`src/logic/rla_pkg.sv`:
```
package rla_pkg;

  // Lane geometry.
  localparam int unsigned NUM_LANES     = 20;
  localparam int unsigned FERR_FIRST    = 16;
  localparam int unsigned FERR_LANES    = 4;
  localparam int unsigned FERR_W        = 4;
  localparam int unsigned SPACING_W     = 16;

  // Consecutive bad markers that raise the repeat error.
  localparam int unsigned REPEAT_LIMIT  = 4;
  // Cycles over which framing header errors are summed per report.
  localparam int unsigned FERR_WINDOW   = 8;

  // Register bus map, byte addresses.
  localparam int unsigned ADDR_W        = 8;
  localparam logic [7:0]  OFS_SPACING   = 8'h00;
  localparam logic [7:0]  OFS_BLOCK_LCK = 8'h04;
  localparam logic [7:0]  OFS_WORD_SYNC = 8'h08;
  localparam logic [7:0]  OFS_SYNC_ERR  = 8'h0c;
  localparam logic [7:0]  OFS_ALIGN     = 8'h10;

  // Bit positions in the alignment status register.
  localparam int unsigned ALN_ALIGNED   = 0;
  localparam int unsigned ALN_ERR       = 1;
  localparam int unsigned ALN_STATUS    = 2;
  localparam int unsigned ALN_LFAULT    = 3;

  // Reset values.
  localparam logic [15:0] RST_SPACING   = 16'h3fff;

  typedef enum logic [1:0] {
    RLA_ALN_IDLE = 2'b00,
    RLA_ALN_UP   = 2'b01,
    RLA_ALN_LOST = 2'b10
  } rla_aln_state_t;

endpackage : rla_pkg

```
`src/logic/rla_lane.sv`:
```
`timescale 1ns/1ps
`default_nettype none

module rla_lane #(
  parameter int unsigned SPACING_W = 16,
  parameter int unsigned FERR_W    = 4
) (
  // Clock and reset
  input  wire logic                 mclk_i,
  input  wire logic                 rst_i,
  // Lane events from the receive datapath
  input  wire logic                 word_i,
  input  wire logic                 blk_lock_i,
  input  wire logic                 hdr_err_i,
  input  wire logic                 sync_lost_i,
  input  wire logic                 mrk_good_i,
  input  wire logic                 mrk_bad_i,
  input  wire logic [SPACING_W-1:0] spacing_i,
  // Lane status
  output logic                      blk_lock_o,
  output logic                      synced_o,
  output logic                      sync_err_o,
  output logic                      len_err_o,
  output logic                      rep_err_o,
  output logic                      mf_err_o,
  output logic [FERR_W-1:0]         ferr_cnt_o,
  output logic                      ferr_vld_o
);

  logic [SPACING_W-1:0] wcnt_q;
  logic                 seen_q;
  logic [2:0]           rep_q;
  logic [2:0]           win_q;
  logic [FERR_W-1:0]    acc_q;

  wire mrk_any   = mrk_good_i | mrk_bad_i;
  wire lock_drop = ~blk_lock_i | sync_lost_i;
  wire overdue   = word_i & ~mrk_any & (wcnt_q == spacing_i);
  wire win_end   = (win_q == 3'(rla_pkg::FERR_WINDOW - 1));
  wire acc_full  = (acc_q == {FERR_W{1'b1}});
  wire [FERR_W-1:0] acc_d = acc_full ? acc_q : acc_q + FERR_W'(hdr_err_i);

  always_ff @(posedge mclk_i or posedge rst_i)
  begin
    if (rst_i)
    begin
      wcnt_q     <= '0;
      seen_q     <= 1'b0;
      rep_q      <= 3'h0;
      win_q      <= 3'h0;
      acc_q      <= '0;
      blk_lock_o <= 1'b0;
      synced_o   <= 1'b0;
      sync_err_o <= 1'b0;
      len_err_o  <= 1'b0;
      rep_err_o  <= 1'b0;
      mf_err_o   <= 1'b0;
      ferr_cnt_o <= '0;
      ferr_vld_o <= 1'b0;
    end
    else
    begin
      blk_lock_o <= blk_lock_i;
      mf_err_o   <= mrk_bad_i;
      if (mrk_any)
        wcnt_q <= '0;
      else if (word_i)
        wcnt_q <= wcnt_q + SPACING_W'(1);
      if (lock_drop)
        seen_q <= 1'b0;
      else if (mrk_any)
        seen_q <= 1'b1;
      if (lock_drop)
        len_err_o <= 1'b0;
      else if (mrk_any & seen_q)
        len_err_o <= (wcnt_q != spacing_i);
      else if (overdue & seen_q)
        len_err_o <= 1'b1;
      // four bad markers in a row
      if (lock_drop | mrk_good_i)
        rep_q <= 3'h0;
      else if (mrk_bad_i && rep_q != 3'(rla_pkg::REPEAT_LIMIT))
        rep_q <= rep_q + 3'h1;
      rep_err_o <= ~lock_drop & ~mrk_good_i &
                   ((rep_q == 3'(rla_pkg::REPEAT_LIMIT)) |
                    (mrk_bad_i &&
                     rep_q == 3'(rla_pkg::REPEAT_LIMIT - 1)));
      // locked and a good marker seen
      if (lock_drop)
        synced_o <= 1'b0;
      else if (mrk_good_i)
        synced_o <= 1'b1;
      if (sync_lost_i | (blk_lock_i & ~seen_q & overdue))
        sync_err_o <= 1'b1;
      else if (mrk_good_i & blk_lock_i)
        sync_err_o <= 1'b0;
      win_q <= win_end ? 3'h0 : win_q + 3'h1;
      acc_q <= win_end ? '0 : acc_d;
      ferr_vld_o <= win_end & (acc_d != '0);
      if (win_end)
        ferr_cnt_o <= acc_d;
    end
  end

endmodule : rla_lane

`default_nettype wire

```
`src/logic/rla_status.sv`:
```
`timescale 1ns/1ps
`default_nettype none

// Notes on behaviour
// - Lanes 16 to 19 give a valid strobe with each nonzero 4-bit framing count.
// - Local fault is high when internal or received local fault is high.
// - Sync bit per lane is set once locked and a good lane marker arrived.
// - Sync vector matches management bits 3.52.7:0 and 3.53.11:0.
// - Sync error per lane on header framing loss or an overdue first lane marker after lock.
// - Length error holds while markers arrive off the spacing plus one.
// - Repeat error holds after four consecutive bad markers until cleared.
// - Marker word error pulses one cycle per malformed marker word.
// - Aligned is 1 only when every lane is aligned and de-skewed.
// - Aligned at 0 counts as a local fault on the receive path.
// - Aligned mirrors management bit 3.50.12.
// - PCS status is aligned and not in high bit error rate state.
// - Block lock vector mirrors bits 3.50.7:0 and 3.51.11:0.
// - Alignment error on an alignment fault or loss of earlier alignment.
module rla_status #(
  parameter int unsigned NUM_LANES = rla_pkg::NUM_LANES,
  parameter int unsigned SPACING_W = rla_pkg::SPACING_W,
  parameter int unsigned FERR_W    = rla_pkg::FERR_W
) (
  // Clock and reset
  input  wire logic                   mclk_i,
  input  wire logic                   rst_i,
  // Register port
  input  wire logic [rla_pkg::ADDR_W-1:0] reg_addr_i,
  input  wire logic [31:0]            reg_wdata_i,
  input  wire logic                   reg_wr_i,
  input  wire logic                   reg_rd_i,
  output logic      [31:0]            reg_rdata_o,
  // Per-lane events from the receive datapath
  input  wire logic [NUM_LANES-1:0]   lane_word_i,
  input  wire logic [NUM_LANES-1:0]   lane_blk_lock_i,
  input  wire logic [NUM_LANES-1:0]   lane_hdr_err_i,
  input  wire logic [NUM_LANES-1:0]   lane_sync_lost_i,
  input  wire logic [NUM_LANES-1:0]   lane_mrk_good_i,
  input  wire logic [NUM_LANES-1:0]   lane_mrk_bad_i,
  // Global events from the aligner and fault logic
  input  wire logic                   deskew_done_i,
  input  wire logic                   align_fault_i,
  input  wire logic                   hi_ber_i,
  input  wire logic                   int_fault_i,
  input  wire logic                   rcv_local_fault_i,
  // Per-lane status
  output logic      [NUM_LANES-1:0]   block_lock_o,
  output logic      [NUM_LANES-1:0]   lane_word_sync_vector_o,
  output logic      [NUM_LANES-1:0]   lane_word_sync_error_vector_o,
  output logic      [NUM_LANES-1:0]   lane_marker_interval_error_o,
  output logic      [NUM_LANES-1:0]   lane_marker_repeat_error_o,
  output logic      [NUM_LANES-1:0]   lane_marker_word_error_o,
  // Framing counts of the upper lanes
  output logic      [FERR_W-1:0]      ferr_cnt_16_o,
  output logic      [FERR_W-1:0]      ferr_cnt_17_o,
  output logic      [FERR_W-1:0]      ferr_cnt_18_o,
  output logic      [FERR_W-1:0]      ferr_cnt_19_o,
  output logic                        ferr_vld_16_o,
  output logic                        ferr_vld_17_o,
  output logic                        ferr_vld_18_o,
  output logic                        ferr_vld_19_o,
  // Link status
  output logic                        aligned_o,
  output logic                        aligned_err_o,
  output logic                        pcs_status_o,
  output logic                        local_fault_o
);

  // The lane fan-out and the register views assume the package geometry.
  if (NUM_LANES != rla_pkg::NUM_LANES || SPACING_W < 2 ||
      SPACING_W > 32 || FERR_W != rla_pkg::FERR_W)
  begin : g_bad_params
    $error("rla_status: unsupported parameter values");
  end

  logic [SPACING_W-1:0]   marker_spacing_minus_one_q;
  logic [FERR_W-1:0]      ferr_cnt [NUM_LANES];
  logic [NUM_LANES-1:0]   ferr_vld;
  rla_pkg::rla_aln_state_t aln_state_q;
  rla_pkg::rla_aln_state_t aln_state_d;

  // One tracker per lane; lanes below 16 leave their counts unread.
  genvar g;
  generate
    for (g = 0; g < NUM_LANES; g++)
    begin : g_lane
      rla_lane #(
        .SPACING_W (SPACING_W),
        .FERR_W    (FERR_W)
      ) u_lane (
        .mclk_i      (mclk_i),
        .rst_i       (rst_i),
        .word_i      (lane_word_i[g]),
        .blk_lock_i  (lane_blk_lock_i[g]),
        .hdr_err_i   (lane_hdr_err_i[g]),
        .sync_lost_i (lane_sync_lost_i[g]),
        .mrk_good_i  (lane_mrk_good_i[g]),
        .mrk_bad_i   (lane_mrk_bad_i[g]),
        .spacing_i   (marker_spacing_minus_one_q),
        .blk_lock_o  (block_lock_o[g]),
        .synced_o    (lane_word_sync_vector_o[g]),
        .sync_err_o  (lane_word_sync_error_vector_o[g]),
        .len_err_o   (lane_marker_interval_error_o[g]),
        .rep_err_o   (lane_marker_repeat_error_o[g]),
        .mf_err_o    (lane_marker_word_error_o[g]),
        .ferr_cnt_o  (ferr_cnt[g]),
        .ferr_vld_o  (ferr_vld[g])
      );
    end
  endgenerate

  assign ferr_cnt_16_o = ferr_cnt[16];
  assign ferr_cnt_17_o = ferr_cnt[17];
  assign ferr_cnt_18_o = ferr_cnt[18];
  assign ferr_cnt_19_o = ferr_cnt[19];
  assign ferr_vld_16_o = ferr_vld[16];
  assign ferr_vld_17_o = ferr_vld[17];
  assign ferr_vld_18_o = ferr_vld[18];
  assign ferr_vld_19_o = ferr_vld[19];

  wire all_synced = &lane_word_sync_vector_o;
  wire aligned_d  = all_synced & deskew_done_i & ~align_fault_i;

  // alignment faults, including loss after success
  always_comb
  begin
    aln_state_d = aln_state_q;
    case (aln_state_q)
      rla_pkg::RLA_ALN_IDLE:
        if (align_fault_i)
          aln_state_d = rla_pkg::RLA_ALN_LOST;
        else if (aligned_d)
          aln_state_d = rla_pkg::RLA_ALN_UP;
      rla_pkg::RLA_ALN_UP:
        if (!aligned_d)
          aln_state_d = rla_pkg::RLA_ALN_LOST;
      rla_pkg::RLA_ALN_LOST:
        if (aligned_d)
          aln_state_d = rla_pkg::RLA_ALN_UP;
      default:
        aln_state_d = rla_pkg::RLA_ALN_IDLE;
    endcase
  end

  wire aligned_err_d = (aln_state_d == rla_pkg::RLA_ALN_LOST);
  // aligned and not high bit error rate
  wire pcs_status_d  = aligned_d & ~hi_ber_i;
  // misalignment is an internal local fault
  wire int_local_flt = ~aligned_d | int_fault_i;
  wire local_fault_d = int_local_flt | rcv_local_fault_i;

  always_ff @(posedge mclk_i or posedge rst_i)
  begin
    if (rst_i)
    begin
      aln_state_q   <= rla_pkg::RLA_ALN_IDLE;
      aligned_o     <= 1'b0;
      aligned_err_o <= 1'b0;
      pcs_status_o  <= 1'b0;
      local_fault_o <= 1'b1;
    end
    else
    begin
      aln_state_q   <= aln_state_d;
      aligned_o     <= aligned_d;
      aligned_err_o <= aligned_err_d;
      pcs_status_o  <= pcs_status_d;
      local_fault_o <= local_fault_d;
    end
  end

  // Register decode.
  wire sel_spacing = (reg_addr_i == rla_pkg::OFS_SPACING);
  wire sel_blk     = (reg_addr_i == rla_pkg::OFS_BLOCK_LCK);
  wire sel_sync    = (reg_addr_i == rla_pkg::OFS_WORD_SYNC);
  wire sel_serr    = (reg_addr_i == rla_pkg::OFS_SYNC_ERR);
  wire sel_align   = (reg_addr_i == rla_pkg::OFS_ALIGN);

  wire [31:0] rd_spacing = 32'(marker_spacing_minus_one_q);
  wire [31:0] rd_blk     = 32'(block_lock_o);
  wire [31:0] rd_sync    = 32'(lane_word_sync_vector_o);
  wire [31:0] rd_serr    = 32'(lane_word_sync_error_vector_o);
  wire [31:0] rd_align;
  assign rd_align = (32'(aligned_o)     << rla_pkg::ALN_ALIGNED) |
                    (32'(aligned_err_o) << rla_pkg::ALN_ERR)     |
                    (32'(pcs_status_o)  << rla_pkg::ALN_STATUS)  |
                    (32'(local_fault_o) << rla_pkg::ALN_LFAULT);

  // Unmapped addresses read as zero so software probing is harmless.
  wire [31:0] rd_mux = sel_spacing ? rd_spacing :
                       sel_blk     ? rd_blk     :
                       sel_sync    ? rd_sync    :
                       sel_serr    ? rd_serr    :
                       sel_align   ? rd_align   : 32'h0000_0000;

  always_ff @(posedge mclk_i or posedge rst_i)
  begin
    if (rst_i)
    begin
      marker_spacing_minus_one_q <= SPACING_W'(rla_pkg::RST_SPACING);
      reg_rdata_o                <= 32'h0000_0000;
    end
    else
    begin
      if (reg_wr_i && sel_spacing)
        marker_spacing_minus_one_q <= reg_wdata_i[SPACING_W-1:0];
      reg_rdata_o <= reg_rd_i ? rd_mux : 32'h0000_0000;
    end
  end

endmodule : rla_status

`default_nettype wire

```
`config.mk`:
```
export PLATFORM = sky130hd
export DESIGN_NAME = rla_status
export DESIGN_NICKNAME = d
export VERILOG_FILES = /design/src/logic/rla_pkg.sv /design/src/logic/rla_lane.sv /design/src/logic/rla_status.sv
export SDC_FILE = /design/constraint.sdc
export NUM_CORES = 2
export LEC_CHECK = 0
export BUFFER_PORTS_ARGS = -buffer_cell sky130_fd_sc_hd__buf_2
export CAP_MARGIN = 5
export CORE_AREA = 5 5 212 255
export CTS_BUF_LIST = sky130_fd_sc_hd__clkbuf_16
export DETAILED_ROUTE_END_ITERATION = 7
export DIE_AREA = 0 0 217 260
export PLACE_DENSITY_LB_ADDON = 0.3
export SLEW_MARGIN = 40
export SYNTH_ARGS = -nofsm -noshare
export SYNTH_HDL_FRONTEND = slang
export SYNTH_SLANG_ARGS = --single-unit
export TNS_END_PERCENT = 1
```
`constraint.sdc`:
```
create_clock -name mclk_i -period 31.5 [get_ports mclk_i]
set_clock_uncertainty 0.2 [all_clocks]
set_input_delay 6.3 -clock mclk_i [delete_from_list [all_inputs] [get_ports mclk_i]]
set_output_delay 6.3 -clock mclk_i [all_outputs]
set_load 0.03 [all_outputs]
```
==> results.sh <==
export IMPL_outcome="complete, no violations"
export IMPL_vias=24265
export IMPL_path_cells="buf_2, buf_4, nor2_2, nand4b_1, buf_4, or2_2, mux2_2"
export IMPL_cp_end_kind="register"
export IMPL_grt_usage_pct=28.0
export IMPL_cts_resized=0
export IMPL_reg2reg_setup_slack_ps=28550
export IMPL_synth_seq_cells=610
export IMPL_worstSetupPathType="in2reg"
export IMPL_hp_class="reg2reg"
export IMPL_grt_pass1_vias=24623
export IMPL_gr_total_overflow=0
export IMPL_r2r_end="g_lane[13].u_lane.len_err_o"
export IMPL_grt_max_degree=159
export IMPL_worst_path_buf_inv=3
export IMPL_fmax_mhz=119
export IMPL_worstSkewPairLatency_ps=630
export IMPL_regArea_mm2=0.0153
export IMPL_cts_setup_buffers=0
export IMPL_hpwl_um=53800
export IMPL_cp_max_fo=17
export IMPL_r2r_start="marker_spacing_minus_one_q[5]"
export IMPL_crit_slowest_cell="or2_2"
export IMPL_drive_above_1_share_pct=14.5
export IMPL_cts_sinks=610
export IMPL_fin_setup_tns_ps=0
export IMPL_cts_max_level=2
export IMPL_hold_slack_ps=226
export IMPL_worst_slew_pin_slew_ps=855
export IMPL_synth_top_area_cell="dfrtp_1"
export IMPL_coreArea_mm2=0.0511
export IMPL_irDropWorstVdd_mv=0.0417
export IMPL_syn_cell_area_mm2=0.0325
export IMPL_yosysTopAreaCellShare_pct=45.8
export IMPL_multi_input_area_mm2=0.0152
export IMPL_wire_per_inst_um=19.1
export IMPL_numCtsBuffers=60
export IMPL_crit_family="buffers and inverters"
export IMPL_cts_tree="built"
export IMPL_gp_congestion=0.895
export IMPL_ys_types=48
export IMPL_antenna_found_initial=2
export IMPL_power_w=0.00177
export IMPL_setup_viol=0
export IMPL_cp_start_kind="input pin"
export IMPL_drt_iter0_drc=1874
export IMPL_holdCritStartpoint="g_lane[19].u_lane.win_q[0]"
export IMPL_synth_area_leaders="dfrtp_1 46%, xnor2_1 11%, nor2_1 6.8%"
export IMPL_nNetsFinal=3747
export IMPL_clk_pin_slew_ps=70
export IMPL_syn_avg_cell_area_um2=9.63
export IMPL_portBuffers=300
export IMPL_fill_cells=3777
export IMPL_drc=0
export IMPL_hold_end="g_lane[19].u_lane.win_q[0]"
export IMPL_crit_required_ps=31800
export IMPL_period_share_pct=26.7
export IMPL_drv_slew=0
export IMPL_hold_violations=0
export IMPL_avgViaCountPerCell=5.80
export IMPL_p_leak_nw=15.4
export IMPL_start_util_pct=63.6
export IMPL_io_pins=345
export IMPL_clock_tree_buffer_depth=3
export IMPL_synthCells=3373
export IMPL_rsz0062_at_grt="false"
export IMPL_rows=91
export IMPL_path_common_cell="buf_4"
export IMPL_postRouteAntennaNets=0
export IMPL_maxCapViolCount=0
export IMPL_power_density_mw_per_mm2=49.8
export IMPL_r2r_cells=6
export IMPL_yosysSeqAreaShare_pct=47.0
export IMPL_grt_pass1_wl_um=128000
export IMPL_fp_dieH_um=260
export IMPL_dieArea_mm2=0.0564
export IMPL_die_w_um=217
export IMPL_cp_arrival_ps=8710
export IMPL_area_growth_pct=9.30
export IMPL_slowest_delay_ps=670
export IMPL_post_route_min_period_ps=8410
export IMPL_synth_warnings=0
export IMPL_slew_headroom_pct=41.6
export IMPL_worstHoldPathCells=1
export IMPL_cts_root_buffer="clkbuf_16"
export IMPL_dr_pass1_iters=6
export IMPL_wl_um=80100
export IMPL_hold_buffers=0
metal layers:
metal	wire, µm	up-vias	GRT usage, %
met5	11	-	0
met4	3450	2	12.5
met3	5380	210	4.59
met2	39500	775	47.5
met1	31800	11973	35.6
li1	-	11305	-
worst register-to-register path: cells and delay by family, from the launching register on:
kind                      cells  cell delay [ps]
AOI/OAI and AO/OA             2              320
xor gates and xnor gates      1              170
buffers and inverters         1              440
DFF                           1              890
and+or+nand+nor               2              800
flip-flops by register name, summed over array words and instances, names as in the netlist:
name                        count
g_lane.u_lane.wcnt_q          320
g_lane.u_lane.rep_q            60
g_lane.u_lane.blk_lock_o       20
g_lane.u_lane.len_err_o        20
g_lane.u_lane.mf_err_o         20
g_lane.u_lane.rep_err_o        20
g_lane.u_lane.seen_q           20
g_lane.u_lane.sync_err_o       20
g_lane.u_lane.synced_o         20
reg_rdata_o                    20
g_lane.u_lane.acc_q            16
g_lane.u_lane.ferr_cnt_o       16
marker_spacing_minus_one_q     16
g_lane.u_lane.win_q            12
g_lane.u_lane.ferr_vld_o        4
aln_state_q                     2
aligned_err_o                   1
aligned_o                       1
local_fault_o                   1
pcs_status_o                    1
cell type report:
type | instances | share of cell area, %
multi-input combinational | 2383 | 42.9
clock inverter | 52 | 1.47
sequential | 610 | 43.2
inverter | 114 | 1.24
clock buffer | 61 | 4.30
timing repair buffer | 313 | 4.65
tap | 651 | 2.29
antenna | 1 | 0.00705
layout by cell type, fill, tap and decap left out, drive strengths merged, types with 7 or more instances in the layout:
master,n
a22oi,24
nand2b,42
nor3,35
or3,48
and3,44
mux2,22
a2111oi,12
bufinv,11
inv,127
clkbuf,63
nor2,593
dfrtp,595
nor4,24
nand4,169
nor2b,7
ha,96
and4,22
or4b,7
clkinv,27
nand2,173
a21oi,162
o21ai,88
conb,12
mux2i,36
dfstp,15
nand3,70
buf,311
xor2,175
or2,50
xnor2,426
a311o,20
cells by family after synthesis:
group                      count (synthesis)  share of synthesized area (%)
other                                      1                         0.0115
DFF                                      610                           47.0
muxes                                     58                           1.87
buffers and inverters                    391                           6.23
adders and majority gates                 96                           3.70
AOI/OAI and AO/OA                        322                           5.70
and+or+nand+nor                         1294                           19.2
xor gates and xnor gates                 601                           16.2
Yosys cell counts (all sizes together):
library cell / count
nor3: 35
nand2: 173
o21ai: 88
and3: 44
xor2: 175
a311o: 20
and4: 22
nand4: 169
a211oi: 6
and2: 4
ha: 96
o31a: 2
or3: 48
clkbuf: 94
nand2b: 42
nand3: 70
dfrtp: 595
a31oi: 6
or2: 50
or3b: 1
nor2b: 7
nand4b: 1
dfstp: 15
buf: 183
a2111oi: 12
a21oi: 162
nor4: 24
conb: 1
nor3b: 3
xnor2: 426
mux2: 22
inv: 114
o21a: 2
mux2i: 36
nor2: 593
or4b: 7
and4b: 1
a22oi: 24
per-stage QoR:
stage | cell area, µm² | setup WS [ps] | cells | util, %
3_3_place_gp | 33400 | 22140 | 4070 | 65.3
5_1_grt | 35500 | 23140 | 4185 | 69.5
3_5_place_dp | 33400 | 22500 | 4070 | 65.4
4_1_cts | 35500 | 23160 | 4183 | 69.4
6_report | 35500 | 23090 | 4185 | 69.5
2_1_floorplan | 32500 | 7950 | 3384 | -
worst max-delay path by stage:
| stage | startpoint | endpoint | cells past startpoint |
|---|---|---|---|
| 2_1_floorplan | rst_i | aligned_err_o | 1 |
| 3_3_place_gp | reg_addr_i[3] | marker_spacing_minus_one_q[14] | 7 |
| 3_5_place_dp | reg_addr_i[3] | marker_spacing_minus_one_q[14] | 7 |
| 4_1_cts | reg_addr_i[3] | marker_spacing_minus_one_q[15] | 7 |
| 5_1_grt | reg_addr_i[3] | marker_spacing_minus_one_q[15] | 7 |
| 6_report | reg_addr_i[3] | marker_spacing_minus_one_q[15] | 7 |
power breakdown:
part	leakage, nW	switching, W	internal, W	total [W]
sequential	8.19	0.0000318	0.000806	0.000838
clock	1.05	0.000305	0.000440	0.000745
combinational	6.16	0.000122	0.0000626	0.000184
total	15.4	0.000459	0.00131	0.00177
Power figures use the tool's default switching activity.
